[src/hdl/itu_consts.svh]
/*
  constants of the interrupt-triggered transfer unit: descriptor layout,
  field positions, reset values and counts.
  assumes: included by bare name from the package and the testbench.
*/
`ifndef ITU_CONSTS_SVH
`define ITU_CONSTS_SVH
// ==========================================================
// descriptor words, 16 bytes per channel
`define ITU_DESC_STRIDE 32'h0000_0010
`define ITU_W_MODE      2'h0
`define ITU_W_SRC       2'h1
`define ITU_W_DST       2'h2
`define ITU_W_CNT       2'h3
// ==========================================================
// mode word fields
`define ITU_F_MD        0
`define ITU_F_SZ        2
`define ITU_F_CHAIN     4
`define ITU_F_CHZERO    5
`define ITU_F_IEACH     6
`define ITU_F_SINC      7
`define ITU_F_DINC      8
`define ITU_F_SHORT     9
`define ITU_F_PASS      10
`define ITU_F_RSKIP     11
`define ITU_F_RSIDE     12
// ==========================================================
// count word fields and limits
`define ITU_C_REM       0
`define ITU_C_RLD       8
`define ITU_C_TOT       16
`define ITU_RPT_MAX     9'h100
`define ITU_SHORT_MSB   23
`define ITU_SRC_COUNT   129
`define ITU_IDX_W       8
`define ITU_RST_WORD    32'h0000_0000
`endif

[src/hdl/itu_pkg.sv]
/*
  types of the interrupt-triggered transfer unit.
  assumes: itu_consts.svh on the include path.
*/
`include "itu_consts.svh"
package itu_pkg;
  // ==========================================================
  // enumerations
  typedef enum logic [2:0] {
    ITU_IDLE  = 3'b000,
    ITU_FETCH = 3'b001,
    ITU_RD    = 3'b010,
    ITU_WR    = 3'b011,
    ITU_WBACK = 3'b100,
    ITU_FIN   = 3'b101
  } itu_state_e;
  typedef enum logic [1:0] {
    ITU_NORMAL = 2'b00,
    ITU_REPEAT = 2'b01,
    ITU_BLOCK  = 2'b10
  } itu_mode_e;
  // ==========================================================
  // one memory access
  typedef struct packed {
    logic        req;
    logic        we;
    logic [1:0]  size;
    logic [31:0] addr;
    logic [31:0] wdata;
  } itu_acc_s;
  // ==========================================================
  // engine state
  typedef struct packed {
    itu_state_e               st;
    logic [1:0]               word;
    logic [`ITU_IDX_W-1:0]    ch;
    logic [31:0]              daddr;
    logic [31:0]              mode;
    logic [31:0]              src;
    logic [31:0]              dst;
    logic [31:0]              cnt;
    logic                     last;
    logic                     chd;
    logic                     held_v;
    logic [`ITU_IDX_W-1:0]    held_ch;
    itu_acc_s                 acc;
    logic                     ev;
    logic                     irq;
    logic                     clr;
    logic                     busy;
    logic                     stop_ack;
  } itu_eng_s;
endpackage : itu_pkg

[src/hdl/itu_buf2.sv]
/*
  two-entry data buffer with valid and ready on both sides.
  assumes: one clock, asynchronous active-low reset already synchronised.
*/
`timescale 1ns/1ps
module itu_buf2
  import itu_pkg::*;
#(
  parameter int W = 32
)(
  input  wire logic         ref_clk,
  input  wire logic         rst_n,
  input  wire logic         ce,
  input  wire logic         in_valid,
  input  wire logic [W-1:0] in_data,
  output logic              in_ready,
  output logic              out_valid,
  output logic [W-1:0]      out_data,
  input  wire logic         out_ready
);
  typedef struct packed {
    logic [1:0][W-1:0] slot;
    logic              wp;
    logic              rp;
    logic [1:0]        cnt;
  } itu_buf_s;
  itu_buf_s r;
  itu_buf_s next_r;
  logic     push;
  logic     pop;
  // ==========================================================
  // occupancy
  always_comb
  begin
    next_r = r;
    push   = in_valid && (r.cnt != 2'h2);
    pop    = out_ready && (r.cnt != 2'h0);
    if (push)
    begin
      next_r.slot[r.wp] = in_data;
      next_r.wp         = ~r.wp;
    end
    if (pop)
      next_r.rp = ~r.rp;
    next_r.cnt = r.cnt + {1'b0, push} - {1'b0, pop};
  end
  assign in_ready  = (r.cnt != 2'h2);
  assign out_valid = (r.cnt != 2'h0);
  assign out_data  = r.slot[r.rp];
  always_ff @(posedge ref_clk or negedge rst_n)
  begin
    if (!rst_n)
      r <= '0;
    else if (ce)
      r <= next_r;
  end
endmodule : itu_buf2

[src/hdl/itu_pick.sv]
/*
  fixed-priority picker over enabled activation requests.
  assumes: requests are levels synchronous to the clock.
*/
`timescale 1ns/1ps
module itu_pick
  import itu_pkg::*;
#(
  parameter int N = `ITU_SRC_COUNT,
  parameter int W = `ITU_IDX_W
)(
  input  wire logic [N-1:0] req,
  input  wire logic [N-1:0] en,
  output logic              valid,
  output logic [W-1:0]      idx
);
  // ==========================================================
  // lowest index wins
  always_comb
  begin
    valid = 1'b0;
    idx   = '0;
    for (int i = N - 1; i >= 0; i--)
    begin
      if (req[i] && en[i])
      begin
        valid = 1'b1;
        idx   = W'(i);
      end
    end
  end
endmodule : itu_pick

[src/hdl/itu_engine.sv]
/*
  interrupt-triggered transfer unit: activation, descriptor fetch, data
  move through a two-entry buffer, write-back, chaining and signalling.
  assumes: memory answers mem_req with a one-cycle mem_ack; a source drops
  its request the cycle after req_clr or enable_clr names it.
*/
// Behaviour
// - normal mode moves one unit per request
// - repeat mode reloads address after repeat count
// - repeat count up to 256 units
// - block mode moves whole block per request
// - block length one to 256 units
// - one descriptor channel per enabled source
// - chaining runs next descriptor in same activation
// - chain always or only at count zero
// - short mode sign-extends 24-bit addresses
// - full mode uses full 32-bit addresses
// - unit is byte, word or longword
// - request may pass through to cpu
// - cpu interrupt after each transfer optionally
// - cpu interrupt when total count completes
// - event pulse per unit or per block
// - repeated channel may skip descriptor read
// - fixed address skips its write-back
// - module stop refuses activations
// - only enabled sources activate the unit
// - up to 129 activation sources
`timescale 1ns/1ps
module itu_engine
  import itu_pkg::*;
#(
  parameter int          N_SRC     = `ITU_SRC_COUNT,
  parameter logic [31:0] DESC_BASE = 32'h0000_0000
)(
  input  wire logic                  ref_clk,
  input  wire logic                  resetn,
  input  wire logic                  ce,
  input  wire logic                  module_stop,
  input  wire logic [N_SRC-1:0]      req_in,
  input  wire logic [N_SRC-1:0]      transfer_request_enable_bits,
  output logic                       mem_req,
  output logic                       mem_we,
  output logic [1:0]                 mem_size,
  output logic [31:0]                mem_addr,
  output logic [31:0]                mem_wdata,
  input  wire logic                  mem_ack,
  input  wire logic [31:0]           mem_rdata,
  output logic                       cpu_irq,
  output logic                       req_clr,
  output logic                       enable_clr,
  output logic [`ITU_IDX_W-1:0]      act_src,
  output logic                       event_link,
  output logic                       busy,
  output logic                       stop_ack
);
  // ==========================================================
  // reset release
  logic     rs1;
  logic     rst_n;
  always_ff @(posedge ref_clk or negedge resetn)
  begin
    if (!resetn)
    begin
      rs1   <= 1'b0;
      rst_n <= 1'b0;
    end
    else
    begin
      rs1   <= 1'b1;
      rst_n <= rs1;
    end
  end
  // ==========================================================
  // helpers
  function automatic logic [31:0] unit_step(input logic [1:0] sz);
    unique case (sz)
      2'b00:   unit_step = 32'h0000_0001;
      2'b01:   unit_step = 32'h0000_0002;
      default: unit_step = 32'h0000_0004;
    endcase
  endfunction : unit_step
  function automatic logic [31:0] fit(input logic [31:0] d,
                                      input logic [1:0]  sz);
    unique case (sz)
      2'b00:   fit = {24'h00_0000, d[7:0]};
      2'b01:   fit = {16'h0000, d[15:0]};
      default: fit = d;
    endcase
  endfunction : fit
  function automatic logic [31:0] eff(input logic [31:0] a,
                                      input logic        short);
    eff = short ? {{8{a[`ITU_SHORT_MSB]}}, a[`ITU_SHORT_MSB:0]} : a;
  endfunction : eff
  function automatic itu_acc_s acc(input logic        we,
                                   input logic [1:0]  sz,
                                   input logic [31:0] a,
                                   input logic [31:0] d);
    acc = '{req: 1'b1, we: we, size: sz, addr: a, wdata: d};
  endfunction : acc
  // ==========================================================
  // state and submodules
  itu_eng_s              r;
  itu_eng_s              next_r;
  logic                  pick_v;
  logic [`ITU_IDX_W-1:0] pick_i;
  logic                  b_in_valid;
  logic                  b_in_ready;
  logic                  b_out_valid;
  logic [31:0]           b_out_data;
  logic                  b_out_ready;
  logic                  ack;
  itu_mode_e             md;
  logic [1:0]            sz;
  logic [31:0]           step;
  logic [31:0]           back;
  logic                  rem_done;
  logic                  chain_go;
  itu_pick #(.N(N_SRC), .W(`ITU_IDX_W)) u_pick (
    .req   (req_in),
    .en    (transfer_request_enable_bits),
    .valid (pick_v),
    .idx   (pick_i)
  );
  // data words pass the buffer so a slow write side loses nothing
  itu_buf2 #(.W(32)) u_buf (
    .ref_clk   (ref_clk),
    .rst_n     (rst_n),
    .ce        (ce),
    .in_valid  (b_in_valid),
    .in_data   (fit(mem_rdata, sz)),
    .in_ready  (b_in_ready),
    .out_valid (b_out_valid),
    .out_data  (b_out_data),
    .out_ready (b_out_ready)
  );
  assign ack         = r.acc.req && mem_ack;
  assign md          = itu_mode_e'(r.mode[`ITU_F_MD +: 2]);
  assign sz          = r.mode[`ITU_F_SZ +: 2];
  assign step        = unit_step(sz);
  assign rem_done    = (r.cnt[`ITU_C_REM +: 8] == 8'h01);
  assign b_in_valid  = ack && (r.st == ITU_RD);
  assign b_out_ready = ack && (r.st == ITU_WR);
  // zero reload field means 256 units
  assign back = (r.cnt[`ITU_C_RLD +: 8] == 8'h00) ?
                (32'(`ITU_RPT_MAX) << sz) :
                (32'(r.cnt[`ITU_C_RLD +: 8]) << sz);
  assign chain_go = r.mode[`ITU_F_CHAIN] &&
                    (!r.mode[`ITU_F_CHZERO] || r.last);
  // ==========================================================
  // next state
  always_comb
  begin
    next_r          = r;
    next_r.ev       = 1'b0;
    next_r.irq      = 1'b0;
    next_r.clr      = 1'b0;
    next_r.stop_ack = module_stop && (r.st == ITU_IDLE);
    next_r.busy     = (r.st != ITU_IDLE);
    if (ack)
      next_r.acc.req = 1'b0;
    unique case (r.st)
      ITU_IDLE:
      begin
        // no activation while stopped; wait out a clear pulse
        if (!module_stop && pick_v && !r.clr && !r.irq)
        begin
          next_r.ch    = pick_i;
          next_r.daddr = DESC_BASE + (32'(pick_i) << 4);
          next_r.chd   = 1'b0;
          next_r.last  = 1'b0;
          next_r.busy  = 1'b1;
          if (r.held_v && r.held_ch == pick_i && r.mode[`ITU_F_RSKIP])
            next_r.st = ITU_RD;
          else
          begin
            next_r.st   = ITU_FETCH;
            next_r.word = `ITU_W_MODE;
            next_r.acc  = acc(1'b0, 2'b10,
                              DESC_BASE + (32'(pick_i) << 4), 32'h0);
          end
        end
      end
      ITU_FETCH:
      begin
        if (ack)
        begin
          unique case (r.word)
            `ITU_W_MODE: next_r.mode = mem_rdata;
            `ITU_W_SRC:  next_r.src  = mem_rdata;
            `ITU_W_DST:  next_r.dst  = mem_rdata;
            `ITU_W_CNT:  next_r.cnt  = mem_rdata;
          endcase
          if (r.word == `ITU_W_CNT)
            next_r.st = ITU_RD;
          else
          begin
            next_r.word = r.word + 2'h1;
            next_r.acc  = acc(1'b0, 2'b10,
                              r.daddr + {28'h0, r.word + 2'h1, 2'b00}, 32'h0);
          end
        end
      end
      ITU_RD:
      begin
        if (ack)
          next_r.st = ITU_WR;
        else if (!r.acc.req && b_in_ready)
          next_r.acc = acc(1'b0, sz, eff(r.src, r.mode[`ITU_F_SHORT]),
                           32'h0);
      end
      ITU_WR:
      begin
        if (ack)
        begin
          if (r.mode[`ITU_F_SINC])
            next_r.src = r.src + step;
          if (r.mode[`ITU_F_DINC])
            next_r.dst = r.dst + step;
          next_r.st = ITU_WBACK;
          if (md == ITU_NORMAL)
          begin
            next_r.cnt[`ITU_C_TOT +: 16] = r.cnt[`ITU_C_TOT +: 16] - 16'h1;
            next_r.last = (r.cnt[`ITU_C_TOT +: 16] == 16'h0001);
            next_r.ev   = 1'b1;
          end
          else
          begin
            next_r.cnt[`ITU_C_REM +: 8] = rem_done ?
              r.cnt[`ITU_C_RLD +: 8] : r.cnt[`ITU_C_REM +: 8] - 8'h1;
            if (rem_done && r.mode[`ITU_F_RSIDE] && r.mode[`ITU_F_DINC])
              next_r.dst = r.dst + step - back;
            if (rem_done && !r.mode[`ITU_F_RSIDE] && r.mode[`ITU_F_SINC])
              next_r.src = r.src + step - back;
            // event per unit, or per block
            next_r.ev = (md == ITU_REPEAT) || rem_done;
            if (md == ITU_BLOCK)
            begin
              if (rem_done)
              begin
                next_r.cnt[`ITU_C_TOT +: 16] =
                  r.cnt[`ITU_C_TOT +: 16] - 16'h1;
                next_r.last = (r.cnt[`ITU_C_TOT +: 16] == 16'h0001);
              end
              else
                next_r.st = ITU_RD;
            end
          end
          if (next_r.st == ITU_WBACK)
          begin
            // fixed addresses are not written back
            next_r.word = r.mode[`ITU_F_SINC] ? `ITU_W_SRC :
                          r.mode[`ITU_F_DINC] ? `ITU_W_DST : `ITU_W_CNT;
          end
        end
        else if (!r.acc.req && b_out_valid)
          next_r.acc = acc(1'b1, sz, eff(r.dst, r.mode[`ITU_F_SHORT]),
                           b_out_data);
      end
      ITU_WBACK:
      begin
        if (ack)
        begin
          if (r.word == `ITU_W_CNT)
            next_r.st = ITU_FIN;
          else
            next_r.word = (r.word == `ITU_W_SRC && r.mode[`ITU_F_DINC]) ?
                          `ITU_W_DST : `ITU_W_CNT;
        end
        else if (!r.acc.req)
          next_r.acc = acc(1'b1, 2'b10,
                           r.daddr + {28'h0, r.word, 2'b00},
                           (r.word == `ITU_W_SRC) ? r.src :
                           (r.word == `ITU_W_DST) ? r.dst : r.cnt);
      end
      ITU_FIN:
      begin
        if (chain_go)
        begin
          // next descriptor in the same activation
          next_r.daddr = r.daddr + `ITU_DESC_STRIDE;
          next_r.chd   = 1'b1;
          next_r.last  = 1'b0;
          next_r.word  = `ITU_W_MODE;
          next_r.st    = ITU_FETCH;
          next_r.acc   = acc(1'b0, 2'b10, r.daddr + `ITU_DESC_STRIDE, 32'h0);
        end
        else
        begin
          next_r.st      = ITU_IDLE;
          next_r.held_v  = !r.chd;
          next_r.held_ch = r.ch;
          if (r.mode[`ITU_F_PASS] || r.mode[`ITU_F_IEACH] || r.last)
            next_r.irq = 1'b1;
          else
            next_r.clr = 1'b1;
        end
      end
      default:
        next_r.st = ITU_IDLE;
    endcase
  end
  always_ff @(posedge ref_clk or negedge rst_n)
  begin
    if (!rst_n)
      r <= '0;
    else if (ce)
      r <= next_r;
  end
  // ==========================================================
  // outputs
  assign mem_req    = r.acc.req;
  assign mem_we     = r.acc.we;
  assign mem_size   = r.acc.size;
  assign mem_addr   = r.acc.addr;
  assign mem_wdata  = r.acc.wdata;
  assign cpu_irq    = r.irq;
  assign req_clr    = r.clr;
  assign enable_clr = r.irq;
  assign act_src    = r.ch;
  assign event_link = r.ev;
  assign busy       = r.busy;
  assign stop_ack   = r.stop_ack;
endmodule : itu_engine

[config.mk]
export PLATFORM = sky130hd
export DESIGN_NAME = itu_engine
export DESIGN_NICKNAME = d
export VERILOG_FILES = /design/src/hdl/itu_pkg.sv /design/src/hdl/itu_buf2.sv /design/src/hdl/itu_pick.sv /design/src/hdl/itu_engine.sv
export VERILOG_INCLUDE_DIRS = /design/src /design/src/hdl
export SDC_FILE = /design/constraint.sdc
export NUM_CORES = 1
export LEC_CHECK = 0
export ABC_AREA = 1
export CORE_MARGIN = 4
export CORE_UTILIZATION = 55
export CTS_CLUSTER_DIAMETER = 200
export DETAILED_ROUTE_END_ITERATION = 8
export DONT_BUFFER_PORTS = 1
export PLACE_DENSITY = 0.72
export SKIP_LAST_GASP = 1
export SLEW_MARGIN = 15
export SYNTH_ARGS = -nofsm -noshare
export SYNTH_HDL_FRONTEND = slang
export SYNTH_HIERARCHICAL = 1
export SYNTH_SLANG_ARGS = --single-unit
[constraint.sdc]
create_clock -name ref_clk -period 16.23 [get_ports ref_clk]
set_input_delay 3.246 -clock ref_clk [delete_from_list [all_inputs] [get_ports ref_clk]]
set_output_delay 3.246 -clock ref_clk [all_outputs]
set_load 0.02 [all_outputs]
==> results.toml <==
[drt]
dr.pass1.iters = 6
ant_nets = 0
post_drt_via_cell_ratio = 6.23
vias = 27900
wl_per_cell_um = 22.9
drt_iter0_markers = 3728
drc = 0
finalWirelength_um = 103000

[clocking]
clock_latency_ns = 0.56
hold_buffers = 0
cts_made_buffers = 36
clk_path_buf_depth = 3
clk_pin_slew_ns = 0.06
clock_sinks = 304
cts_setup_buffers = 0
cts_tree = "built"
ctsResizeCount = 0
cts-root-buf = "clkbuf_16"
htree_levels = 2

[global_routing]
overflow = 0
track_usage = 0.389
grt_max_degree = 79
grt_pass1_wl_um = 152000
antenna_found_initial = 11
grt_pass1_vias = 24700

[floorplanning]
die_w_um = 224
die_y_um = 224
pin_count = 377
initial_core_util = 0.555
core_um2 = 46500
die_area_um2 = 50400
fp-row-count = 79

[power_and_ir_drop]
cellLeakagePower_uw = 0.0129
pwr_density_cell_nw_per_um2 = 188
p_int_uw = 2330
sw_frac_of_total = 0.536
combPwrFrac = 0.520
p_switching_uw = 2690
seq_power_share = 0.300
clock_power_share = 0.180
p_total_uw = 5020
peakVddDrop_mv = 0.120

[finish]
drive_gt1_frac = 0.0833
fillers = 4620
nNetsFinal = 4180
syn2layout_area_growth_pct = 3.79
stdcell_area_um2 = 26800
final_common_cell = "nand2_1"
final_cell_mix = "nand2_1 (1172), nor2_1 (401), inv_1 (358), dfrtp_1 (303), o21ai_0 (267)"
fin_cells = 4479

[sta]
setup_viol_count_final = 0
fin_tns_setup_ns = 0
setup_slack_ns = 5.01
period_minus_slack_ns = 11.22
fmax_mhz = 89.1
period_share = 0.691
worst-slew-pin-transition_ns = 1.14
slew_viol_final = 0
rsz0062_at_grt = "no"
hold_viol_final = 0
finalClockSkew_ns = 0.0231
slew_headroom = 0.239

[critical_path]
arrival_ns = 11.65
reg2reg_depth = 22
crit_top_cell = "nand2_1"
cp-end-kind = "register"
critPathMaxFanout = 66
r2r_slack_ns = 10.79
r2r_end = "r[170]$_DFFE_PN0P_"
crit_slowest_cell = "buf_4"
cp.required_ns = 16.67
cpPeakStageDelay_ns = 0.61
startpoint_type = "input port"
worstReg2RegStart = "r[182]$_DFFE_PN0P_"
crit_type = "in -> reg"

[min_path]
worstHoldPathType = "reg -> reg"
whs_endpoint = "rst_n$_DFF_PN0_"
whs_path_depth = 0
hp-start = "rs1$_DFF_PN0_"

[placement]
routabilityCongestion = 1.08
pre_cts_slack_ns = 4.65
dp.cells = 4410
io_buffers = 0
placed_cell_area_um2 = 25400
place_hpwl_um = 78400

[logic_synthesis]
synthDistinctLibCells = 69
avgSynthCellArea_um2 = 6.40
synth_async_sr_flop_share = 1.00
yosys_most_used_dff = "dfrtp_1"
yosysSeqAreaShare = 0.295
yosys_warnings = 6
ys_ff_latch = 304
synth-edff-count = 0
synth_fp_nets = 4365
netlist_area_um2 = 25800
synthCells = 4026

[run]
drv_cap = 0

[run_status]
outcome = "finished clean"
==> layout make-up <==
| cell class | instances | area, um2 | share of cell area |
|---|---|---|---|
| Multi-Input combinational cell | 3066 | 15300 | 0.572 |
| Sequential cell | 304 | 7610 | 0.284 |
| Inverter | 395 | 1490 | 0.0556 |
| Clock buffer | 51 | 1040 | 0.0389 |
| Tap cell | 607 | 759 | 0.0284 |
| Timing Repair Buffer | 38 | 285 | 0.0107 |
| Clock inverter | 13 | 256 | 0.00959 |
| Antenna cell | 5 | 12.5 | 0.000468 |
==> cells by family after synthesis <==
logic type	share of synthesized area
mux	0.00126
flops	0.295
compound gates	0.177
fa+ha+maj	0.0219
simple gates	0.372
other cells	0.000291
xor+xnor	0.0197
buf+inv	0.113
==> layer usage <==
layer	share of wire	track usage	vias up
met5	0.00054	0	-
met4	0.046	0.153	10
met3	0.14	0.125	236
li1	-	-	12900
met1	0.41	0.561	13000
met2	0.40	0.544	1774
==> critical path: cells and delay by family <==
kind	cells	cell delay [ns]
and+or+nand+nor	129	7.17
AOI/OAI and AO/OA	3	0.41
buffers and inverters	3	0.75
==> cells in the mapped netlist (6+ instances only) <==
library cell,n,area share
nand2_1,1172,0.17
nor2_1,401,0.058
inv_1,358,0.052
dfrtp_1,304,0.30
o21ai_0,267,0.052
a21oi_1,257,0.050
nand3_1,218,0.042
nand4_1,128,0.031
clkbuf_1,111,0.016
nand2_2,100,0.024
buf_4,86,0.025
xor2_1,52,0.018
nor3_1,49,0.0095
buf_2,48,0.0093
a22oi_1,45,0.013
a31oi_1,45,0.011
ha_1,42,0.020
o22ai_1,42,0.010
o211ai_1,32,0.0093
inv_2,30,0.0044
nand2_4,18,0.0079
nor2_2,18,0.0044
a21o_1,15,0.0044
nor2_4,14,0.0061
o21ai_1,13,0.0025
o31ai_1,12,0.0035
o221ai_1,11,0.0037
a211oi_1,10,0.0029
nor4_1,10,0.0024
o21bai_1,9,0.0026
a21oi_2,8,0.0027
buf_1,7,0.0010
or2_2,7,0.0017
clkinv_1,6,0.00087
xnor2_1,6,0.0020
==> stage by stage <==
stage | util | hold WS [ns]
2_1_floorplan | - | 0.331
3_3_place_gp | 0.548 | 0.333
3_5_place_dp | 0.548 | 0.337
4_1_cts | 0.576 | 0.359
5_1_grt | 0.576 | 0.363
6_report | 0.576 | 0.357
==> power groups by stage <==
stage | logic [uW] | registers [uW] | clock network [uW]
after floorplan | 2090 | 1210 | 0
after global placement | 2480 | 1490 | 0
after detailed placement | 2490 | 1490 | 0
after CTS | 2510 | 1480 | 912
after global routing | 2840 | 1530 | 943
final | 2610 | 1510 | 904
==> sequential cells by signal, indices dropped and copies added, names as in the netlist <==
signal / cells
act_src: 8
busy: 1
cpu_irq: 1
event_link: 1
md: 2
mem_addr: 32
mem_req: 1
mem_size: 2
mem_wdata: 32
mem_we: 1
r: 151
req_clr: 1
rs1: 1
rst_n: 1
stop_ack: 1
u_buf/r: 68
==> worst max-delay path by stage <==
stage | start | end | cells past startpoint
final | req_in[127] | mem_wdata[7]$_DFFE_PN0P_ | 135
after global routing | req_in[127] | mem_wdata[7]$_DFFE_PN0P_ | 135
after CTS | req_in[127] | mem_wdata[7]$_DFFE_PN0P_ | 135
after detailed placement | req_in[127] | mem_wdata[7]$_DFFE_PN0P_ | 135
after global placement | req_in[127] | mem_wdata[31]$_DFFE_PN0P_ | 135
after floorplan | req_in[127] | mem_wdata[10]$_DFFE_PN0P_ | 135
No activity file was read; power rests on OpenSTA's default activity.
